### config.mk
export PLATFORM = sky130hd
export DESIGN_NAME = tcc_core_flat
export DESIGN_NICKNAME = d
export VERILOG_FILES = /design/src/tcc_pkg.sv /design/src/tcc_if.sv /design/src/tcc_core.sv /design/src/flat_wrapper.sv
export VERILOG_INCLUDE_DIRS = /design/src
export SDC_FILE = /design/constraint.sdc
export NUM_CORES = 1
export LEC_CHECK = 0
export BUFFER_PORTS_ARGS = -buffer_cell sky130_fd_sc_hd__buf_4
export CAP_MARGIN = 40
export CORE_AREA = 2 2 110 112
export CTS_CLUSTER_DIAMETER = 60
export DETAILED_ROUTE_END_ITERATION = 8
export DIE_AREA = 0 0 112 114
export PLACE_DENSITY = 0.62
export SKIP_LAST_GASP = 1
export SYNTH_ARGS = -nofsm -noshare
export SYNTH_HDL_FRONTEND = slang
export SYNTH_SLANG_ARGS = --single-unit
### constraint.sdc
create_clock -name aclk -period 5 [get_ports aclk]
set_clock_uncertainty 0.05 [all_clocks]
set_input_delay 0.75 -clock aclk [delete_from_list [all_inputs] [get_ports aclk]]
set_output_delay 0.75 -clock aclk [all_outputs]
set_load 0.05 [all_outputs]
### src/tcc_defines.svh
/*
 Register offsets, field positions and reset values of the timer core
 and of its host controller. Assumes inclusion by bare name.
*/
`ifndef TCC_DEFINES_SVH
`define TCC_DEFINES_SVH
// ======================================
// device byte registers
`define TCC_A_CTRL   5'h0E
`define TCC_A_CNT_HI 5'h0F
`define TCC_A_CNT_LO 5'h10
`define TCC_A_PER_HI 5'h11
`define TCC_A_PER_LO 5'h12
// ======================================
// control/status fields
`define TCC_B_FLAG   7
`define TCC_B_IEN    6
`define TCC_B_HALT   5
`define TCC_B_CLR    4
`define TCC_SEL_EXT  3'h7
`define TCC_SEL_RST  3'h0
`define TCC_CNT_RST  16'h0000
`define TCC_PER_RST  16'hFFFF
// ======================================
// host AXI4-Lite map and fields
`define TCC_X_CMD    4'h0
`define TCC_X_STAT   4'h4
`define TCC_C_WE     16
`define TCC_S_BUSY   16
`define TCC_OKAY     2'h0
`define TCC_SLVERR   2'h2
`endif

### src/tcc_pkg.sv
/*
 Types shared by the timer core, its host controller and the link.
 Assumes tcc_defines.svh carries the numeric constants.
*/
package tcc_pkg;
   // ======================================
   // types
   typedef logic [4:0] tcc_addr_t;
   typedef logic [7:0] tcc_byte_t;
   typedef enum logic [2:0] {
      H_IDLE  = 3'b001,
      H_ISSUE = 3'b010,
      H_WAIT  = 3'b100
   } tcc_hstate_t;
endpackage

### src/tcc_if.sv
/*
 Byte register link between host controller and timer core.
 Assumes both ends run on the same aclk.
*/
interface tcc_if;
   import tcc_pkg::*;
   tcc_addr_t reg_addr;
   logic      reg_wr;
   logic      reg_rd;
   tcc_byte_t reg_wdata;
   tcc_byte_t reg_rdata;
   logic      reg_rvalid;
   modport device (
      input  reg_addr, reg_wr, reg_rd, reg_wdata,
      output reg_rdata, reg_rvalid
   );
   modport host (
      output reg_addr, reg_wr, reg_rd, reg_wdata,
      input  reg_rdata, reg_rvalid
   );
endinterface

### src/tcc_core.sv
/*
 Sixteen-bit timer core: prescaler, external clock pin, modulo period,
 wrap flag with interrupt, halt/clear and buffered counter read.
 Assumes a host on the same aclk driving one-cycle strobes on tcc_if.
*/
// How it works
// - divider select picks bus/2^n or external pin
// - reset clears divider select to undivided
// - external clock at most 4 MHz, bus/2; the edge filter needs each level held two aclk cycles
// - selected external pin is forced input
// - match period: set flag, restart at zero
// - flag clears by read-then-write-zero, guarded
// - interrupt while flag and enable set
// - halt bit holds counter; reset sets it
// - halt inhibits captures on capture channels
// - clear bit zeroes counter, prescaler; reads 0
// - halt plus clear stops at zero
// - high read latches low byte until read
// - counter bytes read-only, zero after reset
// - software reads low byte after break read
// - period high write suppresses flag until low
// - reset sets period registers all ones
// - software clears counter before period writes
// - keep halt clear when waking from wait
// - each channel pin capture or compare
`include "tcc_defines.svh"
module tcc_core #(
   parameter int PSC_W = 6
) (
   // clock and reset
   input  wire logic       aclk,
   input  wire logic       aresetn,
   input  wire logic       clk_en,
   // register link
   tcc_if.device           bus,
   // pins and system
   input  wire logic       external_timer_clock_pin,
   input  wire logic       port_direction_bit,
   input  wire logic       break_active,
   input  wire logic [1:0] channel_mode,
   // status out
   output logic            clock_pin_oe,
   output logic [1:0]      channel_pin_oe,
   output logic            capture_inhibit,
   output logic            wrap_irq,
   output logic            wrap_event,
   output logic [15:0]     count_value
);
   import tcc_pkg::*;

   logic [2:0]       sel_ff;
   logic             ien_ff, halt_ff, flag_ff, arm_ff;
   logic [15:0]      cnt_ff, per_ff;
   logic             per_pend_ff;
   logic [PSC_W-1:0] psc_ff;
   logic             s1_ff, s2_ff, s3_ff, lvl_ff;
   logic             latched_ff;
   tcc_byte_t        buf_ff, rdata_ff;
   logic             rvalid_ff;
   logic             wr_ctrl, rd_ctrl, rd_hi, rd_lo;
   logic             ext_rise, tick, run, wrap, set_flag, clr_req;
   tcc_byte_t        ctrl_rd;

   // ======================================
   // helpers
   // tick of the 2^sel divider: low sel bits of prescaler all ones
   function automatic logic div_tick(input logic [2:0] sel,
                                     input logic [PSC_W-1:0] psc);
      logic [PSC_W-1:0] mask;
      mask = ~({PSC_W{1'b1}} << sel);
      return (psc & mask) == mask;
   endfunction

   function automatic logic hit(input tcc_addr_t a, input tcc_addr_t r);
      return a == r;
   endfunction

   // ======================================
   // decode
   assign wr_ctrl  = bus.reg_wr & hit(bus.reg_addr, `TCC_A_CTRL);
   assign rd_ctrl  = bus.reg_rd & hit(bus.reg_addr, `TCC_A_CTRL);
   assign rd_hi    = bus.reg_rd & hit(bus.reg_addr, `TCC_A_CNT_HI);
   assign rd_lo    = bus.reg_rd & hit(bus.reg_addr, `TCC_A_CNT_LO);
   assign clr_req  = wr_ctrl & bus.reg_wdata[`TCC_B_CLR];
   // edge seen only once stage two and three agree
   assign ext_rise = (s2_ff == s3_ff) & s2_ff & ~lvl_ff;
   // external pin or prescaler tap
   assign tick     = (sel_ff == `TCC_SEL_EXT) ? ext_rise :
                     div_tick(sel_ff, psc_ff);
   // break freezes the count like halt does
   assign run      = ~halt_ff & ~break_active & tick;
   assign wrap     = cnt_ff == per_ff;
   // flag held off while period write half done
   assign set_flag = run & wrap & ~per_pend_ff;
   // clear bit never reads back set
   assign ctrl_rd  = {flag_ff, ien_ff, halt_ff, 1'b0,
                      1'b0, sel_ff};

   // ======================================
   // external clock pin resynchroniser
   // source assumed to hold each level for two aclk cycles, so no edge is lost
   always_ff @(posedge aclk) begin
      if (!aresetn) begin
         s1_ff  <= 1'b0;
         s2_ff  <= 1'b0;
         s3_ff  <= 1'b0;
         lvl_ff <= 1'b0;
      end else if (clk_en) begin
         s1_ff <= external_timer_clock_pin;
         s2_ff <= s1_ff;
         s3_ff <= s2_ff;
         if (s2_ff == s3_ff) begin
            lvl_ff <= s2_ff;
         end
      end
   end

   // ======================================
   // control register fields
   always_ff @(posedge aclk) begin
      if (!aresetn) begin
         sel_ff  <= `TCC_SEL_RST;
         ien_ff  <= 1'b0;
         halt_ff <= 1'b1;
      end else if (clk_en && wr_ctrl) begin
         sel_ff  <= bus.reg_wdata[2:0];
         ien_ff  <= bus.reg_wdata[`TCC_B_IEN];
         halt_ff <= bus.reg_wdata[`TCC_B_HALT];
      end
   end

   // ======================================
   // prescaler and counter
   always_ff @(posedge aclk) begin
      if (!aresetn) begin
         psc_ff <= '0;
         cnt_ff <= `TCC_CNT_RST;
      end else if (clk_en) begin
         if (clr_req) begin
            psc_ff <= '0;
            cnt_ff <= `TCC_CNT_RST;
         end else begin
            psc_ff <= psc_ff + 1'b1;
            if (run) begin
               // restart at zero on the tick after the match
               cnt_ff <= wrap ? `TCC_CNT_RST :
                         cnt_ff + 16'h0001;
            end
         end
      end
   end

   // ======================================
   // period registers
   always_ff @(posedge aclk) begin
      if (!aresetn) begin
         per_ff      <= `TCC_PER_RST;
         per_pend_ff <= 1'b0;
      end else if (clk_en && bus.reg_wr) begin
         if (hit(bus.reg_addr, `TCC_A_PER_HI)) begin
            per_ff[15:8] <= bus.reg_wdata;
            per_pend_ff  <= 1'b1;
         end else if (hit(bus.reg_addr, `TCC_A_PER_LO)) begin
            per_ff[7:0]  <= bus.reg_wdata;
            per_pend_ff  <= 1'b0;
         end
      end
   end

   // ======================================
   // wrap flag with two-step clear
   // a new wrap disarms the clear, so a pending request is never lost
   always_ff @(posedge aclk) begin
      if (!aresetn) begin
         flag_ff <= 1'b0;
         arm_ff  <= 1'b0;
      end else if (clk_en) begin
         if (set_flag) begin
            flag_ff <= 1'b1;
            arm_ff  <= 1'b0;
         end else if (wr_ctrl) begin
            if (arm_ff && !bus.reg_wdata[`TCC_B_FLAG]) begin
               flag_ff <= 1'b0;
            end
            arm_ff <= 1'b0;
         end else if (rd_ctrl && flag_ff) begin
            arm_ff <= 1'b1;
         end
      end
   end

   // ======================================
   // buffered counter read
   always_ff @(posedge aclk) begin
      if (!aresetn) begin
         latched_ff <= 1'b0;
         buf_ff     <= '0;
      end else if (clk_en) begin
         if (rd_hi && !latched_ff) begin
            buf_ff     <= cnt_ff[7:0];
            latched_ff <= 1'b1;
         end else if (rd_lo) begin
            latched_ff <= 1'b0;
         end
      end
   end

   // ======================================
   // read answer one cycle after the strobe
   always_ff @(posedge aclk) begin
      if (!aresetn) begin
         rdata_ff  <= '0;
         rvalid_ff <= 1'b0;
      end else if (clk_en) begin
         rvalid_ff <= bus.reg_rd;
         // data only moves on a read, so it stands until the next one
         if (bus.reg_rd) begin
            unique case (1'b1)
               rd_ctrl: rdata_ff <= ctrl_rd;
               rd_hi:   rdata_ff <= cnt_ff[15:8];
               rd_lo:   rdata_ff <= latched_ff ? buf_ff :
                                    cnt_ff[7:0];
               hit(bus.reg_addr, `TCC_A_PER_HI):
                        rdata_ff <= per_ff[15:8];
               hit(bus.reg_addr, `TCC_A_PER_LO):
                        rdata_ff <= per_ff[7:0];
               default: rdata_ff <= '0;
            endcase
         end
      end
   end
   assign bus.reg_rdata  = rdata_ff;
   assign bus.reg_rvalid = rvalid_ff;

   // ======================================
   // outputs to the system and pins
   always_ff @(posedge aclk) begin
      if (!aresetn) begin
         clock_pin_oe    <= 1'b0;
         channel_pin_oe  <= '0;
         capture_inhibit <= 1'b0;
         wrap_irq        <= 1'b0;
         wrap_event      <= 1'b0;
         count_value     <= `TCC_CNT_RST;
      end else if (clk_en) begin
         // pin stays input while it clocks the counter
         clock_pin_oe    <= port_direction_bit &
                            (sel_ff != `TCC_SEL_EXT);
         channel_pin_oe  <= channel_mode;
         capture_inhibit <= halt_ff & ~&channel_mode;
         wrap_irq        <= flag_ff & ien_ff;
         wrap_event      <= set_flag;
         count_value     <= cnt_ff;
      end
   end
endmodule

### src/flat_wrapper.sv
// flat-port wrapper written by rule: the top's interface ports become plain ports
module tcc_core_flat import tcc_pkg::*;
#(
   parameter int PSC_W = 6
)
  (aclk, aresetn, clk_en, external_timer_clock_pin, port_direction_bit, break_active, channel_mode, clock_pin_oe, channel_pin_oe, capture_inhibit, wrap_irq, wrap_event, count_value, bus_reg_addr, bus_reg_wr, bus_reg_rd, bus_reg_wdata, bus_reg_rdata, bus_reg_rvalid);
  tcc_if bus_i ();
  input  wire logic aclk;
  input  wire logic aresetn;
  input  wire logic clk_en;
  input  wire logic external_timer_clock_pin;
  input  wire logic port_direction_bit;
  input  wire logic break_active;
  input  wire logic [1:0] channel_mode;
  output logic clock_pin_oe;
  output logic [1:0] channel_pin_oe;
  output logic capture_inhibit;
  output logic wrap_irq;
  output logic wrap_event;
  output logic [15:0] count_value;
  input wire logic [$bits(bus_i.reg_addr)-1:0] bus_reg_addr;
  input wire logic [$bits(bus_i.reg_wr)-1:0] bus_reg_wr;
  input wire logic [$bits(bus_i.reg_rd)-1:0] bus_reg_rd;
  input wire logic [$bits(bus_i.reg_wdata)-1:0] bus_reg_wdata;
  output wire logic [$bits(bus_i.reg_rdata)-1:0] bus_reg_rdata;
  output wire logic [$bits(bus_i.reg_rvalid)-1:0] bus_reg_rvalid;
  assign bus_i.reg_addr = bus_reg_addr;
  assign bus_i.reg_wr = bus_reg_wr;
  assign bus_i.reg_rd = bus_reg_rd;
  assign bus_i.reg_wdata = bus_reg_wdata;
  assign bus_reg_rdata = bus_i.reg_rdata;
  assign bus_reg_rvalid = bus_i.reg_rvalid;
  tcc_core #(.PSC_W(PSC_W)) u_core (.aclk(aclk), .aresetn(aresetn), .clk_en(clk_en), .bus(bus_i), .external_timer_clock_pin(external_timer_clock_pin), .port_direction_bit(port_direction_bit), .break_active(break_active), .channel_mode(channel_mode), .clock_pin_oe(clock_pin_oe), .channel_pin_oe(channel_pin_oe), .capture_inhibit(capture_inhibit), .wrap_irq(wrap_irq), .wrap_event(wrap_event), .count_value(count_value));
endmodule
==> flow_metrics.tcl <==
set metrics [dict create \
    status "finished, final reports clean" \
    fin_crit_ns 2.74 \
    core_um2 11700 \
    antenna_found_initial 0 \
    regToRegStartpoint "u_core.cnt_ff[2]" \
    dieArea_um2 12800 \
    wl_per_cell_um 17.2 \
    switchingPower_uw 362 \
    cap_violations 0 \
    num_antenna_cells 0 \
    pwr-share-comb 0.068 \
    end_kind "flop" \
    finish.net_count 555 \
    setup_tns_ns 0 \
    synth_area_per_cell_um2 8.93 \
    use_met2 0.302 \
    synth_nets 531 \
    seq_area_frac_synth 0.399 \
    die_h_um 114 \
    worstPathMaxFanout 10 \
    cts.sinks 90 \
    grt_pass1_wl_um 18900 \
    p_total_mw 1.63 \
    clock-root-buffer "clkbuf_16" \
    ctsHoldBuffers 0 \
    dpl.cell_count 665 \
    hold_viol 0 \
    dp_hpwl_um 7860 \
    hold_depth 2 \
    yosys_warnings 0 \
    power_frac_seq 0.449 \
    synth_seq_cells 90 \
    min_to "u_core.capture_inhibit" \
    peakVddDrop_v 0.000167 \
    die_w_um 112 \
    synthesis.area_um2 4510 \
    overflow 0 \
    power.leakage_nw 1.96 \
    critPathKind "primary input to flop" \
    clk_latency_ns 0.34 \
    timing.fmax_ghz 0.365 \
    use_met3 0.0393 \
    power_frac_clock 0.484 \
    ant_nets 0 \
    layoutNonFillerInstCount 681 \
    routed_wl_um 11700 \
    vias_per_cell 5.67 \
    ys_types 52 \
    min_period_over_period 0.549 \
    cts_resized 0 \
    intPower_mw 1.27 \
    rr_worst_depth 5 \
    synth_top_area_share 0.399 \
    hold_start "u_core.capture_inhibit" \
    cts_setup_buffers 0 \
    synth_edf_count 0 \
    clk_pin_slew_ns 0.07 \
    cellPowerDensity_nw_per_um2 309 \
    yosysMostFrequentCell "dfxtp_1" \
    dr.pass1.iters 5 \
    area_growth_pct 17.1 \
    relSlewSlack 0.361 \
    drt_iter0_drc 193 \
    busiest_layer "met2" \
    floorplan.initialDensity 0.385 \
    startpoint_type "primary input" \
    grt_max_degree 105 \
    htree_levels 3 \
    arrival_ns 2.89 \
    synth_commonest_cells "dfxtp_1, nand2_1, mux2i_1, nor2b_1, nand3_1" \
    min_path_type "flop to flop" \
    setup_viol 0 \
    first_global_vias 3576 \
    r2r_end "u_core.cnt_ff[13]" \
    synthArstFlopShare 0 \
    ys.flop_type "dfxtp_1" \
    use_met1 0.249 \
    num_io_pins 54 \
    yosysTopAreaCell "dfxtp_1" \
    cts_tree "done" \
    rrSetupSlack_ns 2.46 \
    clockBufferDepth 2 \
    rows 40 \
    port_buffers 53 \
    cts_made_buffers 9 \
    drc_errors 0 \
    synth_cells 505 \
    place_congestion 0.883 \
    hold_slack_ns 0.433 \
    slew_viol_final 0 \
    via_count 3861 \
    p_sw_frac 0.222 \
    grt_setup_unrepaired "false" \
    track_usage 0.186 \
    worst_pin_slew_ns 0.956 \
    drive_above_1_share 0.159 \
    synthTopCellsByArea "dfxtp_1, mux2i_1, nor2b_1" \
    crit_required_ns 5.14 \
]
==> final cells by class <==
class | instances | area, µm²
Multi-Input combinational cell | 370 | 2520
Timing Repair Buffer | 55 | 413
Inverter | 3 | 11.3
Tap cell | 147 | 184
Fill cell | 1141 | 6430
Clock inverter | 6 | 114
Sequential cell | 90 | 1800
Clock buffer | 10 | 239
==> flip-flops by register name, indices dropped and copies added (netlist names), 2 cells and up <==
| register | cells |
|---|---|
| u_core.buf_ff | 8 |
| u_core.bus.reg_rdata | 8 |
| u_core.channel_pin_oe | 2 |
| u_core.cnt_ff | 16 |
| u_core.count_value | 16 |
| u_core.per_ff | 16 |
| u_core.psc_ff | 6 |
| u_core.sel_ff | 3 |
==> logic make-up (layout without fill, tap and decap cells) <==
family,count (synthesis),in the layout,share of synthesized area
adder cells (fa/ha/maj),3,3,0.00832
AO/OA/AOI/OAI,89,89,0.141
flip-flops,90,90,0.399
buffers and inverters,45,74,0.0433
XOR/XNOR,21,21,0.0408
AND/OR/NAND/NOR,207,207,0.257
multiplexers,50,50,0.111
==> per-stage QoR <==
stage	worst slack (ns)	utilization	cell area, µm²
after floorplan	2.76	-	4510
after global placement	1.90	0.420	4920
after detailed placement	1.97	0.421	4930
after CTS	2.32	0.451	5280
after global routing	2.10	0.451	5280
final	2.26	0.451	5280
==> cells in the final DEF, fill, tap and decap left out, types with 4 or more instances in the layout <==
cell and instances:
nand3_1 34, nand2_1 58, buf_4 55, nor4_1 6, a21oi_1 6, a32oi_1 9, a21boi_0 8, o21ai_0 14
a31oi_1 12, nand3b_1 7, clkbuf_16 9, mux2i_1 50, nor2_1 11, nand2b_1 10, o22ai_1 10, o21a_1 4
o221ai_1 5, nand4_1 11, nor2b_1 41, o211ai_1 4, a221oi_1 5, xor2_1 19, dfxtp_1 90, and2_1 5
==> worst max path at each step <==
| stage | startpoint | end | slack (ns) | cells after the start |
|---|---|---|---|---|
| after floorplan | bus_reg_addr[0] | u_core.per_ff[0] | 2.76 | 6 |
| after global placement | clk_en | u_core.buf_ff[4] | 1.90 | 5 |
| after detailed placement | bus_reg_addr[0] | u_core.per_ff[4] | 1.97 | 5 |
| after CTS | bus_reg_addr[0] | u_core.per_ff[0] | 2.32 | 5 |
| after global routing | bus_reg_addr[0] | u_core.per_ff[4] | 2.10 | 5 |
| final | bus_reg_addr[0] | u_core.per_ff[0] | 2.26 | 5 |
==> power by group through the flow <==
| stage | clock network [mW] | logic [mW] | registers, mW |
|---|---|---|---|
| after floorplan | 0 | 0.0546 | 0.765 |
| after global placement | 0 | 0.109 | 0.748 |
| after detailed placement | 0 | 0.110 | 0.749 |
| after CTS | 0.805 | 0.110 | 0.732 |
| after global routing | 0.837 | 0.119 | 0.733 |
| final | 0.789 | 0.110 | 0.732 |
==> worst max-delay path, stage by stage <==
cell and delay (ns):
buf_4 0.15, nor4b_2 0.85, nand4_1 0.72, mux2i_1 0.34
nand2_1 0.08
==> per-layer routing <==
layer / up-vias / share of wire / wire length [µm]
li1: 1874 / - / -
met1: 1855 / 0.45 / 5250
met2: 113 / 0.48 / 5650
met3: 19 / 0.050 / 581
met4: 0 / 0.020 / 231
met5: - / 0 / 0
Power figures use the tool's default switching activity.
